**src/gpio_pkg.sv**
```systemverilog
package gpio_pkg;

    localparam int NUM_PINS = 8;
    localparam int ADDR_W   = 3;
    localparam int DATA_W   = 8;

    // Register offsets
    localparam logic [ADDR_W-1:0] ADDR_LATCH   = 3'h0;
    localparam logic [ADDR_W-1:0] ADDR_DIR     = 3'h1;
    localparam logic [ADDR_W-1:0] ADDR_OPTION  = 3'h2;
    localparam logic [ADDR_W-1:0] ADDR_SENSE   = 3'h3;
    localparam logic [ADDR_W-1:0] ADDR_PENDING = 3'h4;

    // Values after reset
    localparam logic [DATA_W-1:0] LATCH_RST  = 8'hff;
    localparam logic [DATA_W-1:0] DIR_RST    = 8'h00;
    localparam logic [DATA_W-1:0] OPTION_RST = 8'h40;
    localparam logic [DATA_W-1:0] SENSE_RST  = 8'h00;

    // Edge sense field, two bits per vector
    localparam int SENSE_W = 2;
    localparam logic [SENSE_W-1:0] SENSE_FALL_LOW = 2'h0;
    localparam logic [SENSE_W-1:0] SENSE_RISE     = 2'h1;
    localparam logic [SENSE_W-1:0] SENSE_FALL     = 2'h2;
    localparam logic [SENSE_W-1:0] SENSE_BOTH     = 2'h3;

    // Input filter depth and settle time in clock cycles
    localparam int SYNC_STAGES = 3;
    localparam int SYNC_SETTLE = 4;

endpackage

```
**src/gpio_port_with_ext_irq.sv**
```systemverilog
// Decided for this implementation: the register addresses and the plain strobed port.
`timescale 1ns/1ps
`default_nettype none

// Functional notes
// - Eight pins, each independently input or output
// - Register bit x controls pin x
// - Input mode: latch read returns pin level
// - Input-mode latch write never drives pin
// - Option bit selects floating or pull-up input
// - Option bit on input enables pin interrupt
// - Edge sense programmable per interrupt vector
// - Pins on one vector ANDed before detection
// - Vector fetch clears pending request
// - Sense change clears that vector's pending
// - Disabled pin feeds logic one to detector
// - Output mode drives latch, reads latch
// - Option selects push-pull or open-drain output
// - Peripheral output overrides direction and latch
// - Input with peripheral output reads peripheral
// - Output pin feeds latch value to peripheral
// - Request passes only when globally unmasked
// - Low-power modes keep state; irq wakes
module gpio_port_with_ext_irq
    import gpio_pkg::*;
#(
    parameter int NUM_VEC = 2
)(
    // Clock and reset
    input  wire logic                clk,
    input  wire logic                reset_n,
    // Register port
    input  wire logic [ADDR_W-1:0]   reg_addr,
    input  wire logic [DATA_W-1:0]   reg_wdata,
    input  wire logic                reg_wr,
    input  wire logic                reg_rd,
    output logic      [DATA_W-1:0]   reg_rdata,
    // Pads
    input  wire logic [NUM_PINS-1:0] pin_in,
    output logic      [NUM_PINS-1:0] pin_out,
    output logic      [NUM_PINS-1:0] pin_oe,
    output logic      [NUM_PINS-1:0] pin_pull_en,
    // Peripheral alternate functions
    input  wire logic [NUM_PINS-1:0] af_out_en,
    input  wire logic [NUM_PINS-1:0] af_out_val,
    output logic      [NUM_PINS-1:0] af_in,
    // CPU interrupt side
    input  wire logic                int_mask,
    input  wire logic [NUM_VEC-1:0]  vec_fetch,
    output logic      [NUM_VEC-1:0]  irq_req,
    output logic                     wake_req
);

    localparam int PINS_PER_VEC = NUM_PINS / NUM_VEC;

    ////////////////////////////////////////////////////////////////////////////
    // Registers

    logic [DATA_W-1:0]   latch_r;
    logic [DATA_W-1:0]   dir_r;
    logic [DATA_W-1:0]   option_r;
    logic [DATA_W-1:0]   sense_r;
    logic [NUM_VEC-1:0]  pend_r;
    logic [NUM_VEC-1:0]  vec_set;
    logic [NUM_VEC-1:0]  sense_chg;
    logic [NUM_VEC-1:0]  vec_comb;
    logic [NUM_VEC-1:0]  prev_r;
    logic [NUM_PINS-1:0] pin_lvl_r;
    logic [NUM_PINS-1:0] int_en;
    logic [NUM_PINS-1:0] eff_val;
    logic [NUM_PINS-1:0] eff_dir;
    logic [NUM_PINS-1:0] eff_pp;
    logic [NUM_PINS-1:0] read_val;
    logic [DATA_W-1:0]   rdata_nxt;

    logic wr_latch;
    logic wr_dir;
    logic wr_option;
    logic wr_sense;

    assign wr_latch  = reg_wr && (reg_addr == ADDR_LATCH);
    assign wr_dir    = reg_wr && (reg_addr == ADDR_DIR);
    assign wr_option = reg_wr && (reg_addr == ADDR_OPTION);
    assign wr_sense  = reg_wr && (reg_addr == ADDR_SENSE);

    // Latch write always stores, whatever the direction
    always_ff @(posedge clk or negedge reset_n)
    begin
        if (!reset_n)
            latch_r <= LATCH_RST;
        else if (wr_latch)
            latch_r <= reg_wdata;
    end

    always_ff @(posedge clk or negedge reset_n)
    begin
        if (!reset_n)
            dir_r <= DIR_RST;
        else if (wr_dir)
            dir_r <= reg_wdata;
    end

    always_ff @(posedge clk or negedge reset_n)
    begin
        if (!reset_n)
            option_r <= OPTION_RST;
        else if (wr_option)
            option_r <= reg_wdata;
    end

    always_ff @(posedge clk or negedge reset_n)
    begin
        if (!reset_n)
            sense_r <= SENSE_RST;
        else if (wr_sense)
            sense_r <= reg_wdata;
    end

    ////////////////////////////////////////////////////////////////////////////
    // Pin input filter

    logic [NUM_PINS-1:0] sync1_r;
    logic [NUM_PINS-1:0] sync2_r;
    logic [NUM_PINS-1:0] sync3_r;

    always_ff @(posedge clk or negedge reset_n)
    begin
        if (!reset_n)
        begin
            sync1_r <= '1;
            sync2_r <= '1;
            sync3_r <= '1;
        end
        else
        begin
            sync1_r <= pin_in;
            sync2_r <= sync1_r;
            sync3_r <= sync2_r;
        end
    end

    // A level counts only once two late stages agree
    generate
        for (genvar p = 0; p < NUM_PINS; p++)
        begin : g_pin
            always_ff @(posedge clk or negedge reset_n)
            begin
                if (!reset_n)
                    pin_lvl_r[p] <= 1'b1;
                else if (sync2_r[p] == sync3_r[p])
                    pin_lvl_r[p] <= sync3_r[p];
            end
        end
    endgenerate

    ////////////////////////////////////////////////////////////////////////////
    // Pad drive and alternate functions

    always_comb
    begin
        eff_dir  = dir_r | af_out_en;
        eff_val  = (af_out_en & af_out_val) | (~af_out_en & latch_r);
        eff_pp   = option_r;
        int_en   = ~dir_r & option_r & ~af_out_en;
        read_val = (af_out_en & af_out_val)
                 | (~af_out_en & dir_r & latch_r)
                 | (~af_out_en & ~dir_r & pin_lvl_r);
    end

    always_ff @(posedge clk or negedge reset_n)
    begin
        if (!reset_n)
        begin
            pin_out     <= '1;
            pin_oe      <= '0;
            pin_pull_en <= '0;
            af_in       <= '1;
        end
        else
        begin
            pin_out     <= eff_val;
            // Open drain releases the pad for a one
            pin_oe      <= eff_dir & (eff_pp | ~eff_val);
            pin_pull_en <= ~eff_dir & option_r;
            // Output pins hand the latch to the peripheral, not the pad
            af_in       <= (dir_r & latch_r) | (~dir_r & pin_lvl_r);
        end
    end

    ////////////////////////////////////////////////////////////////////////////
    // External interrupt detection

    generate
        for (genvar v = 0; v < NUM_VEC; v++)
        begin : g_vec
            logic [PINS_PER_VEC-1:0] grp_lvl;
            logic [PINS_PER_VEC-1:0] grp_en;
            logic [SENSE_W-1:0]      sense;

            assign grp_lvl = pin_lvl_r[v*PINS_PER_VEC +: PINS_PER_VEC];
            assign grp_en  = int_en[v*PINS_PER_VEC +: PINS_PER_VEC];
            assign sense   = sense_r[v*SENSE_W +: SENSE_W];
            // A low enabled pin holds the group low and hides others
            assign vec_comb[v]  = &(grp_lvl | ~grp_en);
            assign sense_chg[v] = wr_sense && (reg_wdata[v*SENSE_W +: SENSE_W] != sense);

            always_comb
            begin
                unique case (sense)
                    SENSE_FALL_LOW: vec_set[v] = ~vec_comb[v];
                    SENSE_RISE:     vec_set[v] = ~prev_r[v] & vec_comb[v];
                    SENSE_FALL:     vec_set[v] = prev_r[v] & ~vec_comb[v];
                    SENSE_BOTH:     vec_set[v] = prev_r[v] ^ vec_comb[v];
                endcase
            end

            always_ff @(posedge clk or negedge reset_n)
            begin
                if (!reset_n)
                    prev_r[v] <= 1'b1;
                else
                    prev_r[v] <= vec_comb[v];
            end

            // A new event beats a clear in the same cycle
            always_ff @(posedge clk or negedge reset_n)
            begin
                if (!reset_n)
                    pend_r[v] <= 1'b0;
                else
                    pend_r[v] <= vec_set[v] | (pend_r[v] & ~(vec_fetch[v] | sense_chg[v]));
            end
        end
    endgenerate

    // Held in halt or wait since nothing here stops the clock
    always_ff @(posedge clk or negedge reset_n)
    begin
        if (!reset_n)
        begin
            irq_req  <= '0;
            wake_req <= 1'b0;
        end
        else
        begin
            irq_req  <= pend_r & {NUM_VEC{~int_mask}};
            wake_req <= |pend_r && !int_mask;
        end
    end

    ////////////////////////////////////////////////////////////////////////////
    // Register read

    always_comb
    begin
        rdata_nxt = '0;
        unique case (reg_addr)
            ADDR_LATCH:   rdata_nxt = read_val;
            ADDR_DIR:     rdata_nxt = dir_r;
            ADDR_OPTION:  rdata_nxt = option_r;
            ADDR_SENSE:   rdata_nxt = sense_r;
            ADDR_PENDING: rdata_nxt[NUM_VEC-1:0] = pend_r;
            default:      rdata_nxt = '0;
        endcase
    end

    // Data valid only in the cycle after the strobe
    always_ff @(posedge clk or negedge reset_n)
    begin
        if (!reset_n)
            reg_rdata <= '0;
        else if (reg_rd)
            reg_rdata <= rdata_nxt;
        else
            reg_rdata <= '0;
    end
endmodule // gpio_port_with_ext_irq

`default_nettype wire

```
**config.mk**
```make
export PLATFORM = sky130hd
export DESIGN_NAME = gpio_port_with_ext_irq
export DESIGN_NICKNAME = d
export VERILOG_FILES = /design/src/gpio_pkg.sv /design/src/gpio_port_with_ext_irq.sv
export SDC_FILE = /design/constraint.sdc
export NUM_CORES = 1
export LEC_CHECK = 0
export ABC_AREA = 1
export BUFFER_PORTS_ARGS = -buffer_cell sky130_fd_sc_hd__buf_4
export CAP_MARGIN = 40
export CORE_MARGIN = 1.5
export CORE_UTILIZATION = 55
export DETAILED_ROUTE_END_ITERATION = 8
export PLACE_DENSITY = 0.79
export SLEW_MARGIN = 40
export SYNTH_ARGS = -nofsm -noshare
export SYNTH_HDL_FRONTEND = slang
export SYNTH_SLANG_ARGS = --single-unit
```
**constraint.sdc**
```tcl
create_clock -name clk -period 2.1 [get_ports clk]
set_input_delay 0.42 -clock clk [delete_from_list [all_inputs] [get_ports clk]]
set_output_delay 0.42 -clock clk [all_outputs]
set_load 0.02 [all_outputs]
```
==> results.ini, run 1 <==
[timing]
rsz0062_at_grt=no
skew_ns=0.00995
finalSetupTns_ns=0
slew_headroom_pct=58.8
fin_crit_ns=1.86
hold_slack_ns=0.0537
final.setup.worst_slack_ns=0.243
slew_viol_final=0
setup_viol=0
finalHoldViolations=0
finalCritPeriodShare_pct=88.4
worst_pin_slew_ns=0.619
fmax_ghz=0.539

[synth]
avgSynthCellArea_um2=10.1
ys_warn_count=0
synth_cells=444
ys_seq_area_share_pct=63.4
synth-main-ff-cell=dfstp_2
ys_ff_latch=111
synth_cell_types=24
async_flop_share_pct=100
synth_top_area_share_pct=34.4
synth.most_common_cell=nand2_1
synth-edff-count=0
yosys-top-cells-count=nand2_1 (106), dfstp_2 (59), dfrtp_1 (52)
synth_top_area_cell=dfstp_2
netlist_area_um2=4500
syn_nets=490
ys_top_cells_by_area=dfstp_2 (34%), dfrtp_1 (29%), nand2_1 (8.8%)

[global_routing]
grt_pass1_vias=3211
grt-ovfl-total=0
grt_usage_pct=22.7
grt_first_pass_wirelength_mm=15.0
grt_start_max_net_pins=48
grt_antenna_before_repair=0

[setup_path]
crit_chain=inv_1 -> nand3_1 -> nand2_1 -> nor2_1 -> inv_1 -> ha_1 -> nand2_1 -> o211ai_1 -> o21ai_0 -> nand2_1 -> nand2_1
setup.worst_path.class=flop to flop
startpoint_type=flop
crit_required_ns=2.37
cpMostUsedCell=nand2_1
critPathArrivalTime_ns=2.12
slowest_delay_ns=0.56
end_kind=flop
path_max_fanout=4
slowest_stage=dfstp_2

[flow_run]
drv_cap=0

[cells_and_area]
drive_gt1_share_pct=34.3
area_delta_synth_final_pct=20.5
finalNetCount=580
diodes=0

[cts]
postCtsSetupBuffers=0
holdBufCountCts=0
clock_sinks=111
tritoncts=yes
ctsHtreeMaxLevel=3
clkTransAtPathRegs_ns=0.10
clockBufferDepth=2
postCtsResizedCells=0
cts_made_buffers=9
root_buffer=clkbuf_8
insertion_delay_ns=0.37

[placement]
portBuffers=84
hpwl_mm=6.65
place_ws_ns=0.264
gp_congestion=0.898

[detailed_routing]
postRouteAntennaNets=0
first_pass_iters=4
drc_errors=0
vias=3283
drt_iter0_markers=209
totalWireLength_mm=9.37
wire_per_inst_um=14.6
routed_via_density=5.12

[floorplan]
die_h_um=93.5
die-area_um2=8730
initial_utilization_pct=57.6
boundaryPins=85
fp.dieW_um=93.5
num_rows=32
fp.coreArea_um2=7810

[status]
status=finished, final reports clean

[power]
power_mw=4.93
powerDensity_nw_per_um2=909
p_leak_nw=2.68
worst_ir_drop_vdd_mv=0.575

[worst_hold_path]
hp-class=input pin to async pin

[layer usage]
| layer | global-route usage, % | vias up | part of all wire (%) |
|---|---|---|---|
| li1 | - | 1600 | - |
| met1 | 28.7 | 1578 | 43 |
| met2 | 38.2 | 84 | 51 |
| met3 | 5.45 | 21 | 4.0 |
| met4 | 7.45 | 0 | 2.0 |
| met5 | 0 | - | 0 |
[kinds of logic after synthesis]
kind of cell	Yosys count	synth area share, %
flops	111	63.4
simple gates	191	18.4
fa+ha+maj	12	2.89
buf+inv	58	5.56
compound gates	68	9.01
xor+xnor	4	0.778
[where the power goes]
part	total [mW]	switching [mW]	internal, mW
Combinational	1.03	0.608	0.419
Sequential	2.75	0.218	2.53
Clock	1.15	0.682	0.467
Total	4.93	1.51	3.42
[stage by stage]
| step | util, % | instances | area [um^2] |
|---|---|---|---|
| 6_report | 69.5 | 641 | 5420 |
| 5_1_grt | 69.5 | 641 | 5420 |
| 4_1_cts | 69.5 | 641 | 5420 |
| 3_5_place_dp | 67.2 | 625 | 5250 |
| 3_3_place_gp | 67.2 | 625 | 5250 |
| 2_1_floorplan | - | 444 | 4500 |
[area by class of cell]
class / count / area (um^2)
Clock buffer: 12 / 145
Timing Repair Buffer: 88 / 686
Tap cell: 102 / 128
Clock inverter: 4 / 31.3
Multi-Input combinational cell: 275 / 1400
Fill cell: 596 / 2380
Sequential cell: 111 / 2850
Inverter: 49 / 184
[state kept, by name, summed over array words and instances, names as in the netlist]
register	flops
af_in	8
dir_r	8
eff_pp	8
g_vec.grp_lvl	8
latch_r	8
pin_oe	8
pin_out	8
pin_pull_en	8
reg_rdata	8
sense_r	8
sync1_r	8
sync2_r	8
sync3_r	8
irq_req	2
pend_r	2
prev_r	2
wake_req	1
[cell usage in the layout, fill, tap and decap left out]
master / Yosys / layout
dfrtp_1: 52 / 52
clkbuf_1: 0 / 2
nor3_4: 1 / 1
dfstp_2: 59 / 59
xor2_1: 4 / 4
clkinvlp_4: 0 / 3
inv_2: 1 / 1
buf_12: 0 / 2
o211ai_1: 2 / 2
buf_4: 1 / 86
maj3_1: 8 / 8
nand2_4: 1 / 1
clkbuf_8: 0 / 10
nand3_4: 1 / 1
a21oi_1: 17 / 17
nand3_2: 2 / 2
nor2_4: 2 / 2
nor2_1: 38 / 38
nand3_1: 32 / 32
o21ai_2: 16 / 16
o21ai_0: 25 / 25
ha_1: 4 / 4
nand2_1: 106 / 106
o21ai_1: 8 / 8
inv_1: 48 / 48
nor3_1: 8 / 8
clkinv_4: 0 / 1
[worst max-delay path: cells and delay by family (launching register included)]
kind / cells / cell delay (ns)
fa+ha+maj: 1 / 0.29
compound gates: 2 / 0.20
simple gates: 6 / 0.57
buf+inv: 2 / 0.13
flops: 1 / 0.56
[final timing paths]
| path | start | end | slack [ns] | cells past startpoint |
|---|---|---|---|---|
| setup reg to reg | g_vec[0].grp_lvl[2] | pend_r[0] | 0.24 | 11 |
| setup / recovery | g_vec[0].grp_lvl[2] | pend_r[0] | 0.24 | 11 |
| hold / removal | reset_n | pin_oe[3] | 0.05 | 1 |
| min in group clk | pin_in[6] | sync1_r[6] | 0.14 | 1 |
| hold reg to reg | sync1_r[2] | sync2_r[2] | 0.36 | 0 |
| max in group asynchronous | reset_n | latch_r[7] | 1.38 | 2 |
No activity file was read; power rests on OpenSTA's default activity.
==> run 2, diff against run 1 <==
Settings changed: CORE_ASPECT_RATIO set to 0.6.
==> run 2 against run 1 <==
Against the previous run:
- non-clock buffer count increased by 6
- maximum frequency hardly changed
- via count increased by 3.3%
- cell count is 1.9% higher
- setup slack lost 0.00056 ns
- power is 11% higher
- register-to-register slack barely moved
- sequential cell count stayed put
- critical endpoint is now pend_r[1]
- largest cell class unchanged
- highest routed layer unchanged
==> results.ini, run 2 (synthesis results as in run 1) <==
[status]
status=finished, final reports clean

[worst_hold_path]
hp-class=input pin to flop
hold_depth=1

[power]
comb_power_share_pct=19.1  ; -1.7 points
intPower_mw=3.89  ; +14%
p_sw_share_pct=28.8  ; -1.8 points
clkPwrFrac_pct=30.5  ; +7.2 points
p_sw_mw=1.57  ; +4.2%
p_leak_nw=2.76  ; +3.1%
worst_ir_drop_vdd_mv=0.539  ; -6.2%
powerDensity_nw_per_um2=979  ; +7.7%
p_seq_share_pct=50.4  ; -5.5 points

[timing]
slew_headroom_pct=70.1  ; +11 points
worst_pin_slew_ns=0.447  ; -0.172 ns
finalHoldViolations=0  ; unchanged
slew_viol_final=0  ; unchanged
rsz0062_at_grt=no
finalCritPeriodShare_pct=88.4  ; about the same
fin_crit_ns=1.86  ; +0.000556 ns
finalSetupTns_ns=0  ; unchanged
skew_ns=0.00465  ; -0.00530 ns
setup_viol=0  ; unchanged
fmax_ghz=0.538  ; about the same

[cells_and_area]
area_delta_synth_final_pct=24.0
diodes=0  ; unchanged
final_common_cell=nand2_1
drive_gt1_share_pct=34.9  ; +0.54 points
finalNetCount=586  ; +1.0%
fin_util_pct=70.5  ; +1.0 points
final_cell_mix=nand2_1 (106), buf_4 (92), dfstp_2 (59)

[floorplan]
die-area_um2=8750  ; +0.20%
fp.coreArea_um2=7910  ; +1.4%
die_h_um=73.1  ; -22%
fp.dieW_um=120  ; +28%
boundaryPins=85  ; unchanged
num_rows=25  ; -22%
initial_utilization_pct=56.9  ; -0.77 points

[detailed_routing]
drc_errors=0  ; unchanged
totalWireLength_mm=9.65  ; +3.0%
drt_iter0_markers=220  ; +5.3%
wire_per_inst_um=14.8  ; +1.1%
vias=3391  ; +3.3%
first_pass_iters=4  ; unchanged
postRouteAntennaNets=0  ; unchanged
routed_via_density=5.19  ; +1.4%

[cts]
root_buffer=clkbuf_16
cts_made_buffers=9  ; unchanged
clkTransAtPathRegs_ns=0.07  ; -0.03 ns
postCtsSetupBuffers=0  ; unchanged
tritoncts=yes
insertion_delay_ns=0.35  ; -0.02 ns
clockBufferDepth=2  ; unchanged
ctsHtreeMaxLevel=3  ; unchanged
clock_sinks=111  ; unchanged

[setup_path]
slowest_delay_ns=0.55  ; about the same
path_max_fanout=4  ; unchanged
cpMostUsedCell=nand2_1
slowest_stage=dfstp_2
crit_required_ns=2.35  ; -0.02 ns
r2r_cells=11  ; unchanged
startpoint_type=flop
end_kind=flop
setup.worst_path.class=flop to flop
critPathArrivalTime_ns=2.10  ; -0.02 ns
crit_chain=inv_1 -> nand3_1 -> nand2_1 -> nor2_1 -> inv_1 -> ha_1 -> nand2_1 -> o211ai_1 -> o21ai_0 -> nand2_1 -> nand2_1

[global_routing]
grt_start_max_net_pins=40  ; -17%
grt_antenna_before_repair=0  ; unchanged
grt_usage_pct=24.5  ; +1.9 points
grt-ovfl-total=0  ; unchanged
grt_first_pass_wirelength_mm=16.2  ; +7.6%
grt_pass1_vias=3422  ; +6.6%

[placement]
portBuffers=84  ; unchanged
gp_congestion=0.845  ; -5.9%
hpwl_mm=6.85  ; +2.9%

[flow_run]
drv_cap=0  ; unchanged

run 2: cell types whose count changed in the layout (fill, tap and decap cells not counted), sizes merged:
cell | previous run | this run
clkbuf | 12 | 11
clkinv | 1 | 2
buf | 88 | 93
dlygate4sd3 | 0 | 1
bufinv | 0 | 1
clkinvlp | 3 | 1
inv | 49 | 50
run 2: worst paths after layout:
check                                          from            to  slack [ns]
max in group asynchronous                   reset_n    sync2_r[7]        0.91
worst min-delay path                      pin_in[6]    sync1_r[6]        0.17
worst max register to register  g_vec[1].grp_lvl[2]     pend_r[1]        0.24
worst max-delay path            g_vec[1].grp_lvl[2]     pend_r[1]        0.24
min in group asynchronous                   reset_n  reg_rdata[3]        0.53
worst min register to register           sync1_r[2]    sync2_r[2]        0.35
run 2: power groups by stage:
stage / sequential (mW) / clock, mW / combinational (mW)
floorplan: 2.89 / 0 / 0.458
global placement: 2.77 / 0 / 1.00
detailed placement: 2.78 / 0 / 1.04
CTS: 2.75 / 1.71 / 1.05
global route: 2.79 / 1.79 / 1.17
finish: 2.75 / 1.67 / 1.04
run 2: critical path: cells and delay by family (launching register included):
family / cells / cell delay (ns)
AO/OA/AOI/OAI: 2 / 0.19
AND/OR/NAND/NOR: 6 / 0.60
buffers and inverters: 2 / 0.13
adder cells (fa/ha/maj): 1 / 0.29
flip-flops: 1 / 0.55
run 2: area by class of cell:
class	instances	area [um^2]
well taps	108	135
multi-input cells	275	1400
clock buffers	11	233
fillers	575	2330
flip-flops and latches	111	2850
inverters	49	184
repair buffers	94	721
clock inverters	5	57.6
run 2: metal layers:
layer	vias to the layer above	part of all wire, %	track usage [%]
met4	0	1.7	9.92
met5	-	0	0
li1	1619	-	-
met2	114	48	40.7
met1	1641	44	31.5
met3	17	5.7	6.25
run 2: what timing repair did:
item / in CTS / in global routing
hold endpoints to repair: 15 / 0
setup endpoints to repair: 0 / 0
hold buffers: 1 / 0
resized for setup: 0 / 0
run 2: per-stage QoR:
stage	worst slack [ns]	total power [mW]	std cells	hold WS, ns	instance area (um^2)
final	0.243	5.46	653	0.171	5580
after global routing	0.0392	5.75	653	0.154	5580
after CTS	0.263	5.51	653	0.159	5580
after detailed placement	0.286	3.82	636	0.348	5280
after global placement	0.368	3.77	636	0.346	5280
after floorplan	0.496	3.34	444	0.124	4500
==> run 3, diff against run 2 <==
Settings changed: CORE_UTILIZATION 55 to 49, PLACE_DENSITY 0.79 to 0.75, REMOVE_ABC_BUFFERS set to 1.
Clock period 2.1 ns to 1.5 ns, I/O delays scaled along.
==> run 3 against run 2 <==
Against the previous run:
- the run now ends with setup timing left
- largest cell class unchanged
- critical path type unchanged
- sequential power grew 39%
- clock power grew 70%
- power grew 55%
- die area grew 12%
- largest power group unchanged
==> results.ini, run 3 (synthesis results as in run 1) <==
[floorplan]
die_h_um=77.2  ; +5.7%
initial_utilization_pct=51.6  ; -5.2 points
fp.dieW_um=127  ; +5.8%
fp.coreArea_um2=8720  ; +10%
boundaryPins=85  ; unchanged
num_rows=26  ; +4.0%
die-area_um2=9790  ; +12%

[power]
clkPwrFrac_pct=33.6  ; +3.1 points
p_seq_share_pct=45.2  ; -5.2 points
p_leak_nw=2.97  ; +7.3%
p_sw_mw=2.34  ; +49%
worst_ir_drop_vdd_mv=0.929  ; +72%
intPower_mw=6.10  ; +57%
powerDensity_nw_per_um2=1400  ; +43%
p_sw_share_pct=27.8  ; -1.0 points
comb_power_share_pct=21.2  ; +2.1 points

[detailed_routing]
first_pass_iters=5  ; +1
vias=3524  ; +3.9%
drc_errors=0  ; unchanged
wire_per_inst_um=15.0  ; +1.8%
routed_via_density=5.11  ; -1.5%
totalWireLength_mm=10.4  ; +7.4%
drt_iter0_markers=244  ; +11%
postRouteAntennaNets=0  ; unchanged

[cts]
root_buffer=clkbuf_16
ctsHtreeMaxLevel=3  ; unchanged
tritoncts=yes
insertion_delay_ns=0.36  ; about the same
clkTransAtPathRegs_ns=0.08  ; about the same
clock_sinks=111  ; unchanged
cts_made_buffers=9  ; unchanged
clockBufferDepth=2  ; unchanged

[status]
status=finished, violations left
failed_checks=setup timing

[timing]
fmax_ghz=0.618  ; +15%
slew_viol_final=0  ; unchanged
finalHoldViolations=0  ; unchanged
fin_crit_ns=1.62  ; -0.238 ns
slew_headroom_pct=68.2  ; -1.9 points
worst_pin_slew_ns=0.477  ; +0.0303 ns
rsz0062_at_grt=yes
skew_ns=0.00992  ; +0.00528 ns
finalCritPeriodShare_pct=108  ; +19 points
final.setup.worst_slack_ns=-0.119  ; -0.362 ns
hold_slack_ns=0.0497  ; -0.121 ns
setup_viol=2  ; +2

[placement]
place_ws_ns=-0.180  ; -0.466 ns
hpwl_mm=7.15  ; +4.5%
portBuffers=84  ; unchanged
gp_congestion=0.860  ; +1.8%
placed_cells=671  ; +5.5%

[worst_hold_path]
hp-class=input pin to flop

[global_routing]
grt_usage_pct=22.8  ; -1.7 points
grt_antenna_before_repair=0  ; unchanged
grt-ovfl-total=0  ; unchanged
grt_first_pass_wirelength_mm=17.1  ; +5.4%
grt_start_max_net_pins=72  ; +80%
grt_pass1_vias=3519  ; +2.8%

[setup_path]
crit_chain=inv_1 -> nand3_2 -> nand2_2 -> nor2_4 -> inv_2 -> ha_4 -> nand2_2 -> o211ai_1 -> o21ai_1 -> nand2_1 -> nand2_1
slowest_delay_ns=0.54  ; about the same
slowest_stage=dfstp_2
path_max_fanout=2  ; -2
end_kind=flop
crit_required_ns=1.75  ; -0.60 ns
startpoint_type=flop
critPathArrivalTime_ns=1.87  ; -0.23 ns
setup.worst_path.class=flop to flop
crit_buf_inv=2  ; unchanged
cp_top_family=flip-flops

[flow_run]
drv_cap=0  ; unchanged

[cells_and_area]
instances_no_fill=689  ; +5.5%
final_common_cell=buf_4
fin_util_pct=69.1  ; -1.4 points
final_cell_mix=buf_4 (123), nand2_1 (100), dfstp_2 (59)
drive_gt1_share_pct=44.0  ; +9.2 points
finalNetCount=618  ; +5.5%
diodes=0  ; unchanged
area_delta_synth_final_pct=33.9

## run 3: what timing repair did
action,4_1_cts,5_1_grt
endpoints found under the setup margin,2,2
hold endpoints to repair,30,0
hold buffers,1,0
resized for setup,13,22
pin swaps,8,11
buffers inserted,1,0
## run 3: routing by layer
metal | wire (um) | global-route usage [%]
met2 | 4690 | 35.4
met3 | 682 | 6.84
met1 | 4810 | 31.3
met5 | 0 | 0
met4 | 185 | 6.70
## run 3: worst paths after layout
check / from / slack (ns) / endpoint / depth (start not counted)
worst max-delay path: g_vec[1].grp_lvl[0] / -0.12 / pend_r[1] / 11
worst min-delay path: pin_in[6] / 0.05 / sync1_r[6] / 1
worst max register to register: g_vec[1].grp_lvl[0] / -0.12 / pend_r[1] / 11
worst min register to register: sync1_r[2] / 0.36 / sync2_r[2] / 0
max in group asynchronous: reset_n / 0.57 / prev_r[0] / 3
min in group asynchronous: reset_n / 0.51 / eff_pp[3] / 3
## run 3: metrics by stage
stage / cell area [um^2] / TNS (ns) / total power, mW
floorplan: 4430 / -0.219 / 4.66
global placement: 5530 / -0.167 / 5.46
detailed placement: 5530 / -0.325 / 5.52
CTS: 5940 / -0.193 / 8.41
global route: 6030 / -0.448 / 8.87
finish: 6030 / -0.231 / 8.45
## run 3: power groups by stage
stage | Sequential, mW | Clock, mW | Combinational [mW]
final | 3.82 | 2.84 | 1.79
after global routing | 3.87 | 3.02 | 1.97
after CTS | 3.80 | 2.89 | 1.73
after detailed placement | 3.83 | 0 | 1.69
after global placement | 3.82 | 0 | 1.64
after floorplan | 4.05 | 0 | 0.603
## run 3: final cells by class
class                   instances  area (um^2)
flip-flops and latches        111         2850
repair buffers                126          973
clock buffers                  12          267
multi-input cells             275         1510
inverters                      49          184
well taps                     112          140
fillers                       661         2690
clock inverters                 4         98.8
